[src/hdl/heatseal_map.vh]
// Register map, field positions, reset values and timing counts
`ifndef HEATSEAL_MAP_VH
`define HEATSEAL_MAP_VH

`define CLK_HZ 10000000
`define TICK_FINE_NS 100000
`define TICK_COARSE_US 100000

`define A_CTRL 8'h00
`define A_LIMITS 8'h04
`define A_TIMES 8'h08
`define A_MEAS 8'h0c
`define A_SETPT 8'h10
`define A_STATUS 8'h14
`define A_CYCIN 8'h18
`define A_CLEAR 8'h1c

`define F_DIAG 0
`define F_DPV1 1
`define F_FMT 2
`define F_ERRFMT 3
`define F_COMP 5:4
`define F_TDIAG 6
`define F_HOLD 9:8
`define CTRL_RST 10'h001

`define LIM_RST 8'h0a
`define MEAS_RST 5'h11
`define MEAS_MIN 5'h11
`define MEAS_MAX 5'h1e

`define COMP_OFF 2'h0
`define COMP_ON 2'h1
`define COMP_AUTO 2'h2
`define HOLD_OFF 2'h0
`define HOLD_ON 2'h1
`define HOLD_2S 2'h2

`define CAL_GAP_TICKS 8'h14
`define COMP_AUTO_TICKS 8'h14
`define HOLD_TICKS 8'h14

`define ERR_NONE 10'h000
`define ERR_HEATUP 10'h130
`define ERR_HIGH 10'h133
`define ERR_LOW 10'h134
`define ERR_NOARM_LOW 10'h135
`define ERR_NOARM_HIGH 10'h136

`endif

[src/hdl/tick_gen.v]
// Divider making the 100 us and 100 ms enable pulses
`timescale 1ns/1ps
`default_nettype none
module tick_gen #(
    parameter integer FINE_CYC = 1000,
    parameter integer COARSE_DIV = 1000
) (
    input wire hclk,
    input wire hresetn,
    output reg tick_fine,
    output reg tick_coarse
);
    reg [15:0] fine_cnt_r;
    reg [15:0] coarse_cnt_r;

    always @(posedge hclk or negedge hresetn) begin
        if (!hresetn) begin
            fine_cnt_r <= 16'h0000;
            coarse_cnt_r <= 16'h0000;
            tick_fine <= 1'b0;
            tick_coarse <= 1'b0;
        end else begin
            tick_fine <= 1'b0;
            tick_coarse <= 1'b0;
            if (fine_cnt_r == FINE_CYC[15:0] - 16'h0001) begin
                fine_cnt_r <= 16'h0000;
                tick_fine <= 1'b1;
                if (coarse_cnt_r == COARSE_DIV[15:0] - 16'h0001) begin
                    coarse_cnt_r <= 16'h0000;
                    tick_coarse <= 1'b1;
                end else begin
                    coarse_cnt_r <= coarse_cnt_r + 16'h0001;
                end
            end else begin
                fine_cnt_r <= fine_cnt_r + 16'h0001;
            end
        end
    end
endmodule
`default_nettype wire

[src/hdl/heatseal_supervisor.v]
// Parameter supervision of a heatsealing controller, AHB-Lite slave
// Functional notes
// [RULE1] DPV1 mode: parameter gates interrupt, not legacy diagnostics
// [RULE2] Measuring impulse length follows its parameter
// [RULE3] Cyclic words byte-swapped per data format
// [RULE4] Error field 4-bit coarse or 10-bit detailed
// [RULE5] Compensation off never compensates
// [RULE6] Mode on: quick second calibration compensates
// [RULE7] Mode on: slow second calibration stays plain
// [RULE8] Mode auto: compensate after each good calibration
// [RULE9] Compensating: blink indicator, analog output zero
// [RULE10] Diagnosis compares actual against set tolerance band
// [RULE11] Armed at start; leaving band gives 307/308
// [RULE12] Not armed at start end gives 309/310
// [RULE13] Delay postpones arming after lower limit crossing
// [RULE14] Heatup timeout: 95 percent not reached gives 304
// [RULE15] Heatup timeout off unless master enables it
// [RULE16] Hold off reports live temperature
// [RULE17] Hold on reports value at last phase end
// [RULE18] Hold 2s freezes two seconds, then live
// [RULE19] Analog output live except zero while compensating, hold digital only
// [RULE20] Master alone sets tolerance limits
// [RULE21] Counters use 100 ms tick, clear at start end
`timescale 1ns/1ps
`default_nettype none
`include "heatseal_map.vh"
module heatseal_supervisor #(
    parameter integer FINE_CYC = `CLK_HZ / 1000 * `TICK_FINE_NS / 1000000,
    parameter integer COARSE_DIV = `TICK_COARSE_US * 1000 / `TICK_FINE_NS
) (
    input wire hclk,
    input wire hresetn,
    input wire hsel,
    input wire [31:0] haddr,
    input wire [1:0] htrans,
    input wire hwrite,
    input wire [2:0] hsize,
    input wire [31:0] hwdata,
    input wire hready,
    output wire hreadyout,
    output wire hresp,
    output reg [31:0] hrdata,
    input wire start_pin,
    input wire [9:0] actual_temp,
    input wire heat_on,
    input wire meas_req,
    input wire cal_start,
    input wire cal_done,
    output reg meas_impulse,
    output reg alarm_relay,
    output reg comp_active,
    output wire led_output,
    output reg [9:0] analog_actual,
    output reg [9:0] display_temp,
    output wire ext_diag_en,
    output wire dpv1_diag_int_en
);
    reg [9:0] ctrl_r;
    reg [7:0] lim_lo_r;
    reg [7:0] lim_hi_r;
    reg [6:0] delay_r;
    reg [9:0] heatup_r;
    reg [4:0] meas_r;
    reg [15:0] setpt_raw_r;
    reg [9:0] err_r;
    reg armed_r;
    reg start_s1_r, start_s2_r, start_d_r;
    reg [7:0] wr_addr_r;
    reg wr_pend_r;
    wire tick_fine, tick_coarse;

    // Swap serves both directions of the cyclic data
    function [15:0] order16;
        input [15:0] w;
        input swap_en;
        begin
            order16 = swap_en ? {w[7:0], w[15:8]} : w; // see [RULE3]
        end
    endfunction

    // Coarse form keeps only the hundreds digit
    function [9:0] err_field;
        input [9:0] code;
        input wide;
        begin
            if (wide)
                err_field = code; // see [RULE4]
            else if (code == `ERR_NONE)
                err_field = 10'h000;
            else
                err_field = {6'h00, 4'h3}; // see [RULE4]
        end
    endfunction

    tick_gen #(.FINE_CYC(FINE_CYC), .COARSE_DIV(COARSE_DIV)) u_tick (
        .hclk(hclk),
        .hresetn(hresetn),
        .tick_fine(tick_fine),
        .tick_coarse(tick_coarse)
    );

    assign hreadyout = 1'b1;
    assign hresp = 1'b0;
    assign ext_diag_en = ctrl_r[`F_DIAG] & ~ctrl_r[`F_DPV1]; // see [RULE1]
    assign dpv1_diag_int_en = ctrl_r[`F_DIAG] & ctrl_r[`F_DPV1]; // see [RULE1]

    wire swap_en = ctrl_r[`F_FMT];
    wire [15:0] setpt_word = order16(setpt_raw_r, swap_en);
    wire [9:0] set_temp = setpt_word[9:0];
    wire addr_ok = hsel & htrans[1] & hready;
    wire clr_wr = wr_pend_r & (wr_addr_r == `A_CLEAR) & hwdata[0];

    // Band limits come only from the bus registers  see [RULE20]
    wire [10:0] band_lo = ({1'b0, set_temp} > {3'h0, lim_lo_r}) ?
        ({1'b0, set_temp} - {3'h0, lim_lo_r}) : 11'h000;
    wire [10:0] band_hi = {1'b0, set_temp} + {3'h0, lim_hi_r};
    wire above_lo = {1'b0, actual_temp} >= band_lo; // see [RULE10]
    wire below_hi = {1'b0, actual_temp} <= band_hi; // see [RULE10]
    wire in_band = above_lo & below_hi; // see [RULE10]
    wire [14:0] act_x20 = {1'b0, actual_temp, 4'h0} +
        {3'h0, actual_temp, 2'h0};
    wire reach95 = act_x20 >= {1'b0, set_temp, 4'h0} +
        {4'h0, set_temp, 1'b0} + {5'h0, set_temp}; // see [RULE14]

    wire start_rise = start_s2_r & ~start_d_r;
    wire start_fall = ~start_s2_r & start_d_r;
    wire [1:0] alarm_r_bits = {alarm_relay, alarm_relay};

    // Register access; hrdata is loaded in the address phase, so a read
    // right behind a write to the same register returns the old value.
    always @(posedge hclk or negedge hresetn) begin
        if (!hresetn) begin
            hrdata <= 32'h00000000;
            wr_pend_r <= 1'b0;
            wr_addr_r <= 8'h00;
            ctrl_r <= `CTRL_RST;
            lim_lo_r <= `LIM_RST;
            lim_hi_r <= `LIM_RST;
            delay_r <= 7'h00;
            heatup_r <= 10'h000;
            meas_r <= `MEAS_RST;
            setpt_raw_r <= 16'h0000;
        end else begin
            wr_pend_r <= addr_ok & hwrite;
            if (addr_ok)
                wr_addr_r <= haddr[7:0];
            if (addr_ok & ~hwrite) begin
                case (haddr[7:0])
                    `A_CTRL: hrdata <= {22'h000000, ctrl_r};
                    `A_LIMITS: hrdata <= {16'h0000, lim_hi_r, lim_lo_r};
                    `A_TIMES: hrdata <= {6'h00, heatup_r, 9'h000, delay_r};
                    `A_MEAS: hrdata <= {27'h0000000, meas_r};
                    `A_SETPT: hrdata <= {16'h0000, setpt_raw_r};
                    `A_STATUS: hrdata <= {16'h0000, comp_active, armed_r,
                        alarm_r_bits, 2'h0, err_field(err_r,
                        ctrl_r[`F_ERRFMT])};
                    `A_CYCIN: hrdata <= {16'h0000,
                        order16({6'h00, display_temp}, swap_en)};
                    default: hrdata <= 32'h00000000;
                endcase
            end
            if (wr_pend_r) begin
                case (wr_addr_r)
                    `A_CTRL: ctrl_r <= hwdata[9:0];
                    `A_LIMITS: begin
                        lim_lo_r <= hwdata[7:0];
                        lim_hi_r <= hwdata[15:8];
                    end
                    `A_TIMES: begin
                        delay_r <= (hwdata[6:0] > 7'h63) ? 7'h63 :
                            hwdata[6:0];
                        heatup_r <= (hwdata[25:16] > 10'h3e7) ? 10'h3e7 :
                            hwdata[25:16]; // see [RULE15]
                    end
                    `A_MEAS: meas_r <= hwdata[4:0];
                    `A_SETPT: setpt_raw_r <= hwdata[15:0];
                    default: ;
                endcase
            end
        end
    end

    always @(posedge hclk or negedge hresetn) begin
        if (!hresetn) begin
            start_s1_r <= 1'b0;
            start_s2_r <= 1'b0;
            start_d_r <= 1'b0;
        end else begin
            start_s1_r <= start_pin;
            start_s2_r <= start_s1_r;
            start_d_r <= start_s2_r;
        end
    end

    // Measuring impulse, counted in 100 us steps; starts at once but
    // ends up to one step short because it counts on the shared divider.
    reg [4:0] meas_cnt_r;
    wire [4:0] meas_len = (meas_r < `MEAS_MIN) ? `MEAS_MIN :
        (meas_r > `MEAS_MAX) ? `MEAS_MAX : meas_r;
    always @(posedge hclk or negedge hresetn) begin
        if (!hresetn) begin
            meas_impulse <= 1'b0;
            meas_cnt_r <= 5'h00;
        end else if (!meas_impulse) begin
            if (meas_req) begin
                meas_impulse <= 1'b1;
                meas_cnt_r <= 5'h00;
            end
        end else if (tick_fine) begin
            if (meas_cnt_r == meas_len - 5'h01)
                meas_impulse <= 1'b0; // see [RULE2]
            else
                meas_cnt_r <= meas_cnt_r + 5'h01;
        end
    end

    // Temperature diagnosis and heatup timeout
    reg [6:0] dly_cnt_r;
    reg dly_run_r;
    reg [9:0] heat_cnt_r;
    reg reached_r;
    wire diag_on = ctrl_r[`F_TDIAG];
    wire heat_on_en = heatup_r != 10'h000;
    reg [9:0] err_nxt;
    always @* begin
        err_nxt = `ERR_NONE;
        if (diag_on & start_s2_r & armed_r & ~in_band)
            err_nxt = above_lo ? `ERR_HIGH : `ERR_LOW; // see [RULE11]
        else if (diag_on & start_fall & ~armed_r)
            err_nxt = above_lo ? `ERR_NOARM_HIGH : `ERR_NOARM_LOW; // see [RULE12]
        else if (heat_on_en & start_s2_r & ~reached_r & ~reach95 &
                 heat_cnt_r >= heatup_r)
            err_nxt = `ERR_HEATUP; // see [RULE14]
    end

    always @(posedge hclk or negedge hresetn) begin
        if (!hresetn) begin
            armed_r <= 1'b0;
            dly_run_r <= 1'b0;
            dly_cnt_r <= 7'h00;
            heat_cnt_r <= 10'h000;
            reached_r <= 1'b0;
            err_r <= `ERR_NONE;
            alarm_relay <= 1'b0;
        end else begin
            if (!start_s2_r) begin
                armed_r <= 1'b0; // see [RULE21]
                dly_run_r <= 1'b0;
                dly_cnt_r <= 7'h00;
                heat_cnt_r <= 10'h000;
                reached_r <= 1'b0;
            end else begin
                if (start_rise & in_band & delay_r == 7'h00)
                    armed_r <= 1'b1; // see [RULE11]
                if (above_lo & ~dly_run_r)
                    dly_run_r <= 1'b1; // see [RULE13]
                if (dly_run_r & tick_coarse & dly_cnt_r != delay_r)
                    dly_cnt_r <= dly_cnt_r + 7'h01; // see [RULE21]
                if (dly_run_r & dly_cnt_r == delay_r & in_band)
                    armed_r <= 1'b1; // see [RULE13]
                if (reach95)
                    reached_r <= 1'b1;
                if (tick_coarse & heat_cnt_r != 10'h3ff)
                    heat_cnt_r <= heat_cnt_r + 10'h001; // see [RULE14]
            end
            // A new error in the clearing cycle wins over the clear
            if (err_nxt != `ERR_NONE & (err_r == `ERR_NONE | clr_wr)) begin
                err_r <= err_nxt;
                alarm_relay <= 1'b1;
            end else if (clr_wr) begin
                err_r <= `ERR_NONE;
                alarm_relay <= 1'b0;
            end
        end
    end

    // Phase-angle compensation around zero calibration
    reg [7:0] gap_cnt_r;
    reg gap_valid_r;
    reg in_cal_r;
    reg [7:0] comp_cnt_r;
    reg comp_timed_r;
    reg blink_r;
    wire [1:0] comp_mode = ctrl_r[`F_COMP];
    always @(posedge hclk or negedge hresetn) begin
        if (!hresetn) begin
            gap_cnt_r <= 8'h00;
            gap_valid_r <= 1'b0;
            in_cal_r <= 1'b0;
            comp_active <= 1'b0;
            comp_cnt_r <= 8'h00;
            comp_timed_r <= 1'b0;
            blink_r <= 1'b0;
        end else begin
            if (tick_coarse)
                blink_r <= ~blink_r;
            if (gap_valid_r & tick_coarse) begin
                if (gap_cnt_r == `CAL_GAP_TICKS)
                    gap_valid_r <= 1'b0; // see [RULE7]
                else
                    gap_cnt_r <= gap_cnt_r + 8'h01;
            end
            if (cal_start) begin
                in_cal_r <= 1'b1;
                gap_valid_r <= 1'b0;
                if (comp_mode == `COMP_ON & gap_valid_r)
                    comp_active <= 1'b1; // see [RULE6]
            end
            if (cal_done & in_cal_r) begin
                in_cal_r <= 1'b0;
                // After a compensating run the pair is used up
                gap_valid_r <= ~comp_active;
                gap_cnt_r <= 8'h00;
                if (comp_mode == `COMP_ON)
                    comp_active <= 1'b0;
                if (comp_mode == `COMP_AUTO) begin
                    comp_active <= 1'b1; // see [RULE8]
                    comp_timed_r <= 1'b1;
                    comp_cnt_r <= 8'h00;
                end
            end
            if (comp_timed_r & tick_coarse) begin
                if (comp_cnt_r == `COMP_AUTO_TICKS - 8'h01) begin
                    comp_timed_r <= 1'b0;
                    comp_active <= 1'b0;
                end else begin
                    comp_cnt_r <= comp_cnt_r + 8'h01;
                end
            end
            if (comp_mode == `COMP_OFF) begin
                comp_active <= 1'b0; // see [RULE5]
                comp_timed_r <= 1'b0;
            end
        end
    end

    assign led_output = comp_active ? blink_r : heat_on; // see [RULE9]

    // Reported temperature; analog path never sees the hold
    reg [9:0] held_r;
    reg held_valid_r;
    reg [7:0] hold_cnt_r;
    reg hold_run_r;
    wire [1:0] hold_mode = ctrl_r[`F_HOLD];
    always @(posedge hclk or negedge hresetn) begin
        if (!hresetn) begin
            held_r <= 10'h000;
            held_valid_r <= 1'b0;
            hold_cnt_r <= 8'h00;
            hold_run_r <= 1'b0;
            analog_actual <= 10'h000;
            display_temp <= 10'h000;
        end else begin
            analog_actual <= comp_active ? 10'h000 :
                actual_temp; // see [RULE9] [RULE19]
            if (start_fall) begin
                held_r <= actual_temp; // see [RULE17]
                held_valid_r <= 1'b1;
                hold_run_r <= 1'b1;
                hold_cnt_r <= 8'h00;
            end else if (hold_run_r & tick_coarse) begin
                if (hold_cnt_r == `HOLD_TICKS - 8'h01)
                    hold_run_r <= 1'b0; // see [RULE18]
                else
                    hold_cnt_r <= hold_cnt_r + 8'h01;
            end
            case (hold_mode)
                `HOLD_ON: display_temp <= held_valid_r ? held_r :
                    actual_temp; // see [RULE17]
                `HOLD_2S: display_temp <= hold_run_r ? held_r :
                    actual_temp; // see [RULE18]
                default: display_temp <= actual_temp; // see [RULE16]
            endcase
        end
    end
    // Analog output is driven from live value, or zero while compensating  see [RULE19]
endmodule
`default_nettype wire

[config.mk]
export PLATFORM = sky130hd
export DESIGN_NAME = heatseal_supervisor
export DESIGN_NICKNAME = d
export VERILOG_FILES = /design/src/hdl/tick_gen.v /design/src/hdl/heatseal_supervisor.v
export VERILOG_INCLUDE_DIRS = /design/src /design/src/hdl
export SDC_FILE = /design/constraint.sdc
export NUM_CORES = 1
export LEC_CHECK = 0
export BUFFER_PORTS_ARGS = -buffer_cell sky130_fd_sc_hd__buf_2
export CAP_MARGIN = 20
export CORE_UTILIZATION = 31
export DETAILED_ROUTE_END_ITERATION = 12
export SLEW_MARGIN = 20
export SYNTH_ARGS = -nofsm -noshare
export SYNTH_HDL_FRONTEND = slang
export SYNTH_SLANG_ARGS = --single-unit
[constraint.sdc]
create_clock -name hclk -period 5.8 [get_ports hclk]
set_input_delay 0.87 -clock hclk [delete_from_list [all_inputs] [get_ports hclk]]
set_output_delay 0.87 -clock hclk [all_outputs]
set_load 0.02 [all_outputs]
After elaboration in Yosys (flattened, before gate mapping)
Index checks and enable logic that the tools add are counted.
{ "word_totals": {"ff_bits": 240, "word_cells": 246} }
{ "op_classes": {"addsub": 14, "order_cmp": 9, "n_eq_ne": 33, "mux": 80, "n_bitwise": 46, "n_reduce_logical": 25} }
{ "ops": {"columns": ["op", "n"], "rows": [
  ["26-bit case mux with 7 select lines", 1],
  ["10-bit 2-to-1 mux", 10],
  ["8-bit 2-to-1 mux", 10],
  ["8-bit by 5-bit equality test with 1-bit output (second input constant)", 8],
  ["16-bit 2-to-1 mux", 3],
  ["1-bit 2-to-1 mux", 39],
  ["1-bit AND", 34],
  ["16-bit by 1-bit adder with 16-bit output (second input constant)", 2],
  ["16-bit by 10-bit equality test with 1-bit output (second input constant)", 2],
  ["8-bit by 4-bit equality test with 1-bit output (second input constant)", 4],
  ["5-bit 2-to-1 mux", 6],
  ["9-bit 2-to-1 mux", 3],
  ["8-bit by 1-bit adder with 8-bit output (second input constant)", 3],
  ["7-bit 2-to-1 mux", 3],
  ["10-bit case mux with 2 select lines", 1],
  ["10-bit nonzero test", 2],
  ["2-bit AND reduction", 9],
  ["8-bit by 3-bit equality test with 1-bit output (second input constant)", 2],
  ["8-bit logical NOT", 2],
  ["14-bit by 11-bit adder with 15-bit output", 1],
  ["14-bit by 12-bit adder with 15-bit output", 1],
  ["15-bit by 10-bit adder with 15-bit output", 1],
  ["15-bit greater-or-equal comparator", 1],
  ["2-bit by 1-bit != test with 1-bit output (second input constant)", 6],
  ["other kinds (33)", 53]
]} }

Logic depth before layout (Yosys ltp)
{ "logic_depth": {"word_depth": 13, "depth_mapped": 21, "mapped_depth_nobuf": 19} }

Hierarchy
From an unflattened synthesis, not the netlist that was laid out.
{ "unflattened": {"hier_cells": 1339, "area_unflattened_um2": 13382.8} }
{ "by_module_without_submodules": {"columns": ["module", "instances", "cells_per_inst", "area_per_inst_um2"], "rows": [
  ["heatseal_supervisor", 1, 1174, 11715.0],
  ["tick_gen", 1, 165, 1667.8]
]} }

Least setup slack after synthesis
Ideal clock, no wire load.
{ "synth_timing": {"path_kind": "reg2reg", "startpoint": "register ctrl_r[2]", "endpoint": "register alarm_relay", "setup_ns": 0.087, "arrival_ns": 4.481, "required_time_ns": 5.713, "setup_slack_ns": 1.232, "path_stages_with_launch": 20, "path_buffers": 2, "synth_period_minus_slack_ns": 4.568, "cell_sequence": "dfrtp_1 > buf_4 > buf_1 > mux2i_1 > inv_1 > ha_1 > ha_1 > a21o_1 > a21o_1 > a2111oi_0 > o21ai_0 > nor2_1 > xor2_1 > ha_1 > and4_1 > a221oi_1 > o21ai_0 > a31oi_1 > a31oi_1 > o211ai_1"} }
{ "synth_between": {"elab_chain_cells": 13} }
{ "synth_lines": {"columns": ["item", "line_no", "source"], "rows": [
  ["from (decl)", "heatseal_supervisor.v:58", "reg [9:0] ctrl_r;"],
  ["from (signal assigned)", "heatseal_supervisor.v:136", "ctrl_r <= `CTRL_RST;"],
  ["from (signal assigned)", "heatseal_supervisor.v:164", "`A_CTRL: ctrl_r <= hwdata[9:0];"],
  ["10-bit 2-to-1 mux (*)", "heatseal_supervisor.v:77", "order16 = swap_en ? {w[7:0], w[15:8]} : w;"],
  ["14-bit by 11-bit adder with 15-bit output", "heatseal_supervisor.v:122", "wire reach95 = act_x20 >= {1'b0, set_temp, 4'h0} +"],
  ["15-bit by 10-bit adder with 15-bit output", "heatseal_supervisor.v:123", "{4'h0, set_temp, 1'b0} + {5'h0, set_temp};"],
  ["15-bit greater-or-equal comparator", "heatseal_supervisor.v:122", null],
  ["1-bit inverter", "heatseal_supervisor.v:231", "else if (heat_on_en & start_s2_r & ~reached_r & ~reach95 &"],
  ["1-bit AND (2 in series)", "heatseal_supervisor.v:231", null],
  ["9-bit 2-to-1 mux", "heatseal_supervisor.v:231", null],
  ["9-bit 2-to-1 mux", "heatseal_supervisor.v:229", "else if (diag_on & start_fall & ~armed_r)"],
  ["9-bit 2-to-1 mux (*)", "heatseal_supervisor.v:227", "if (diag_on & start_s2_r & armed_r & ~in_band)"],
  ["10-bit nonzero test (no source line) (*)", null, null],
  ["1-bit AND (*)", "heatseal_supervisor.v:267", "if (err_nxt != `ERR_NONE & (err_r == `ERR_NONE | clr_wr)) begin"],
  ["1-bit 2-to-1 mux / 2-bit nonzero test (equally long branches)", null, null],
  ["to (signal assigned)", "heatseal_supervisor.v:244", "alarm_relay <= 1'b0;"],
  ["to (signal assigned)", "heatseal_supervisor.v:269", "alarm_relay <= 1'b1;"],
  ["to (signal assigned)", "heatseal_supervisor.v:272", "alarm_relay <= 1'b0;"],
  ["to (decl)", "heatseal_supervisor.v:50", "output reg alarm_relay,"]
]} }
Every way passes the cells marked *; elsewhere a longest branch is shown, timed or not.
A chain may end at the register's enable or synchronous reset.

Worst setup path in the final report
Same ends and word-level chain as after synthesis.

==> key figures <==
Global route
  – Gr usage total: 16.0%
  – Initial antenna violation count: 0
  – Pin count of the biggest net entering global routing: 137
  – First-pass GRT wire length: 56700 um
  – Gr ovfl total: 0
  – Number of global-route vias before repair: 10300

Final layout
  – Multi-input gate area: 7410 um2
  – N_diodes: 0
  – Most frequent cells in the layout: dfrtp_1 (221), nand2_1 (139), buf_2 (105)
  – Layout cells sized above 1: 16.5%
  – Fill count: 4309
  – Area delta synth->final: 15.7%
  – Non-Filler Instances: 2080
  – Final Net Count: 1668
  – Register area: 5710 um2
  – Commonest non-fill, non-tap cell in the layout: dfrtp_1

Clock network
  – Post-CTS sizing: 0
  – Reg clk slew, reported paths: 0.06 ns
  – CTS tree: done
  – Clk_lat worst skew: 0.55 ns
  – Root Driver: clkbuf_16
  – Htree depth: 1
  – # hold bufs at CTS: 0
  – Worst-case clock buffer depth: 3
  – Post-CTS setup buffer count: 0
  – CTS Sinks: 228
  – CTS buffer count: 26

Logic synthesis
  – Mapped Avg Cell Area: 9.90 um2
  – Ys async rst share: 100%
  – Top_reg_cell synth: dfrtp_1
  – Yosys reg bits: 228
  – Synth warn: 0
  – Yosys cell types: 85
  – Post-synthesis cell count: 1370
  – Post-synth EDFFs: 0
  – Cell Area, Synth: 13600 um2
  – Register area share after synthesis: 42.1%

Place
  – HPWL after DPL: 26200 um
  – PortBufs: 106
  – Final RePlAce weighted congestion: 0.910
  – Inst Count DP: 2032

Timing
  – Final setup viols: 0
  – Final Max Tran Viols: 0
  – Setup Skew: 0.0205 ns
  – Worst slew pin tran: 1.05 ns
  – Final Hold Vio Count: 0
  – Max Clk Rate: 0.189 GHz
  – Setup TNS: 0 ns
  – Final worst path period share: 91.1%
  – Minimum clock period: 5.28 ns
  – Worst slew margin: 30.0%
  – Unrepaired setup endpoints after global routing: no

Worst setup path
  – Startpoint types: flip-flop
  – Worst path bufs/invs: 1
  – Worst path max stage delay: 0.69 ns
  – WS Path Type: flip-flop to flip-flop
  – WP data arrival: 5.76 ns
  – CP top delay family: compound AO/OA/AOI/OAI gates
  – Slowest-stage cell, CP: dfrtp_1
  – Crit path cell chain: mux2i_1 > inv_1 > ha_1 > ha_1 > a21o_1 > a21o_1 > a2111oi_0 > o21ai_0 > nor2_1 > xor2_1 > ha_1 > and4_1 > a221oi_1 > o21ai_0 > a31oi_1 > a31oi_1 > o211ai_1
  – Critical path capture point type: flip-flop
  – Top cell by count, worst path: ha_1
  – Required time worst endpoint: 6.27 ns
  – Worst-path fanout max: 15

Detailed routing
  – First-pass DRT Iterations: 5
  – DRT iter0 DRCs: 639
  – Routed Antenna Nets: 0
  – Vias per cell: 5.10
  – Residual DRC: 0
  – Vias: 10600
  – Avg WL per Cell: 17.1 um
  – Detailed-route wire length: 35600 um

Power and ir drop
  – PwrDens: 300 nW/um2
  – Peak VDD IR: 0.000185 V
  – Leakage: 0.00721 uW

Die
  – Die extent in x: 211 um
  – Core outline area: 43100 um2
  – Rows: 76
  – I/O pins: 149
  – Starting Density: 31.5%
  – Die height: 211 um
  – Die area: 44600 um2

Hold path
  – HP Class: input pin to asynchronous set/reset pin

Outcome
  – Status: completed

Flow run
  – Maxcap violations: 0
==> sequential cells by signal (all words and copies together), names as in the netlist, 10 cells and up <==
| name | cells |
|---|---|
| u_tick.coarse_cnt_r | 16 |
| ctrl_r | 10 |
| hrdata | 26 |
| analog_actual | 10 |
| setpt_raw_r | 16 |
| held_r | 10 |
| u_tick.fine_cnt_r | 16 |
| heat_cnt_r | 10 |
| display_temp | 10 |
| heatup_r | 10 |
==> Yosys cell counts, types with 7 or more instances <==
| master | n | area (um2) |
|---|---|---|
| dfrtp_1 | 221 | 5530 |
| buf_4 | 11 | 82.6 |
| mux2i_1 | 14 | 140 |
| or3_1 | 12 | 75.1 |
| o211ai_1 | 8 | 60.1 |
| fa_1 | 10 | 200 |
| nand3_1 | 35 | 175 |
| o21ai_1 | 20 | 100 |
| inv_1 | 63 | 236 |
| nor2b_1 | 27 | 169 |
| o21a_1 | 15 | 113 |
| nand2b_1 | 16 | 100 |
| or4_1 | 7 | 52.6 |
| and2_1 | 21 | 131 |
| a22o_1 | 27 | 236 |
| xor2_1 | 34 | 298 |
| dfstp_2 | 7 | 184 |
| o21ai_0 | 79 | 395 |
| mux2_2 | 54 | 608 |
| a21o_1 | 15 | 113 |
| nand4_1 | 29 | 181 |
| a22oi_1 | 7 | 52.6 |
| nand2_1 | 139 | 522 |
| a211oi_1 | 9 | 67.6 |
| nor4_1 | 11 | 68.8 |
| a21oi_1 | 49 | 245 |
| xnor2_1 | 51 | 447 |
| nor2_1 | 95 | 357 |
| ha_1 | 94 | 1180 |
| nor3_1 | 17 | 85.1 |
| clkbuf_1 | 29 | 109 |
| and3_1 | 19 | 119 |
==> final cells by class <==
| class | instances | share of cell area, % |
|---|---|---|
| clock buffers | 32 | 4.48 |
| multi-input cells | 1037 | 47.2 |
| inverters | 65 | 1.55 |
| well taps | 585 | 4.66 |
| flip-flops and latches | 228 | 36.4 |
| repair buffers | 117 | 4.05 |
| clock inverters | 16 | 1.63 |
==> stage by stage <==
| step | power [uW] | utilization (%) | setup slack (ns) | cell area (um2) | hold slack (ns) |
|---|---|---|---|---|---|
| finish | 4720 | 36.4 | 0.515 | 15700 | 0.305 |
| floorplan | 2550 | - | 1.23 | 13600 | 0.331 |
| global route | 4960 | 36.4 | 0.0780 | 15700 | 0.375 |
| detailed placement | 2910 | 34.2 | 0.504 | 14700 | 0.346 |
| global placement | 2880 | 34.2 | 0.636 | 14700 | 0.334 |
| CTS | 4770 | 36.4 | 0.500 | 15700 | 0.344 |
==> logic make-up (layout without fill, tap and decap cells) <==
kind of cell / after synthesis / in the layout / share of synthesized area (%)
buffers and inverters: 111 / 230 / 3.41
other: 2 / 8 / 0.0554
XOR/XNOR: 85 / 85 / 5.49
flip-flops: 228 / 228 / 42.1
AND/OR/NAND/NOR: 464 / 464 / 17.8
multiplexers: 71 / 71 / 5.88
adder cells (fa/ha/maj): 104 / 104 / 10.1
AO/OA/AOI/OAI: 305 / 305 / 15.1
==> path summary, 6_finish.rpt <==
path	cells after the start	slack, ns	endpoint	start
hold / removal	1	0.30	analog_actual[7]	hresetn
setup reg to reg	17	0.52	alarm_relay	ctrl_r[2]
setup / recovery	17	0.52	alarm_relay	ctrl_r[2]
max in group asynchronous	2	4.30	comp_cnt_r[2]	hresetn
hold reg to reg	0	0.36	start_s2_r	start_s1_r
min in group hclk	0	0.36	start_s2_r	start_s1_r
==> report_power, final <==
group          leakage [uW]  internal [uW]  switching [uW]  total [uW]
Combinational       0.00388            454             629        1080
Clock              0.000467           1130             697        1830
Sequential          0.00286           1690             106        1800
==> per-layer routing <==
layer  vias up  part of all wire (%)  track usage (%)  wire length, um
li1       5136                     -                -                -
met1      5196                    46             21.4            16300
met2       225                    48             27.0            17100
met3        41                   4.2             1.93             1480
met4         0                   2.0             4.62              730
met5         -                     0                0                0
==> worst reg2reg max path, cell delays in order (launching register included) <==
cell and delay [ns]:
dfrtp_1 0.69, mux2i_1 0.47, inv_1 0.27, ha_1 0.29
ha_1 0.28, a21o_1 0.17, a21o_1 0.20, a2111oi_0 0.65
o21ai_0 0.28, nor2_1 0.17, xor2_1 0.18, ha_1 0.26
and4_1 0.22, a221oi_1 0.27, o21ai_0 0.11, a31oi_1 0.33
a31oi_1 0.18, o211ai_1 0.18
Note: power is estimated with default switching activity, not from simulation.
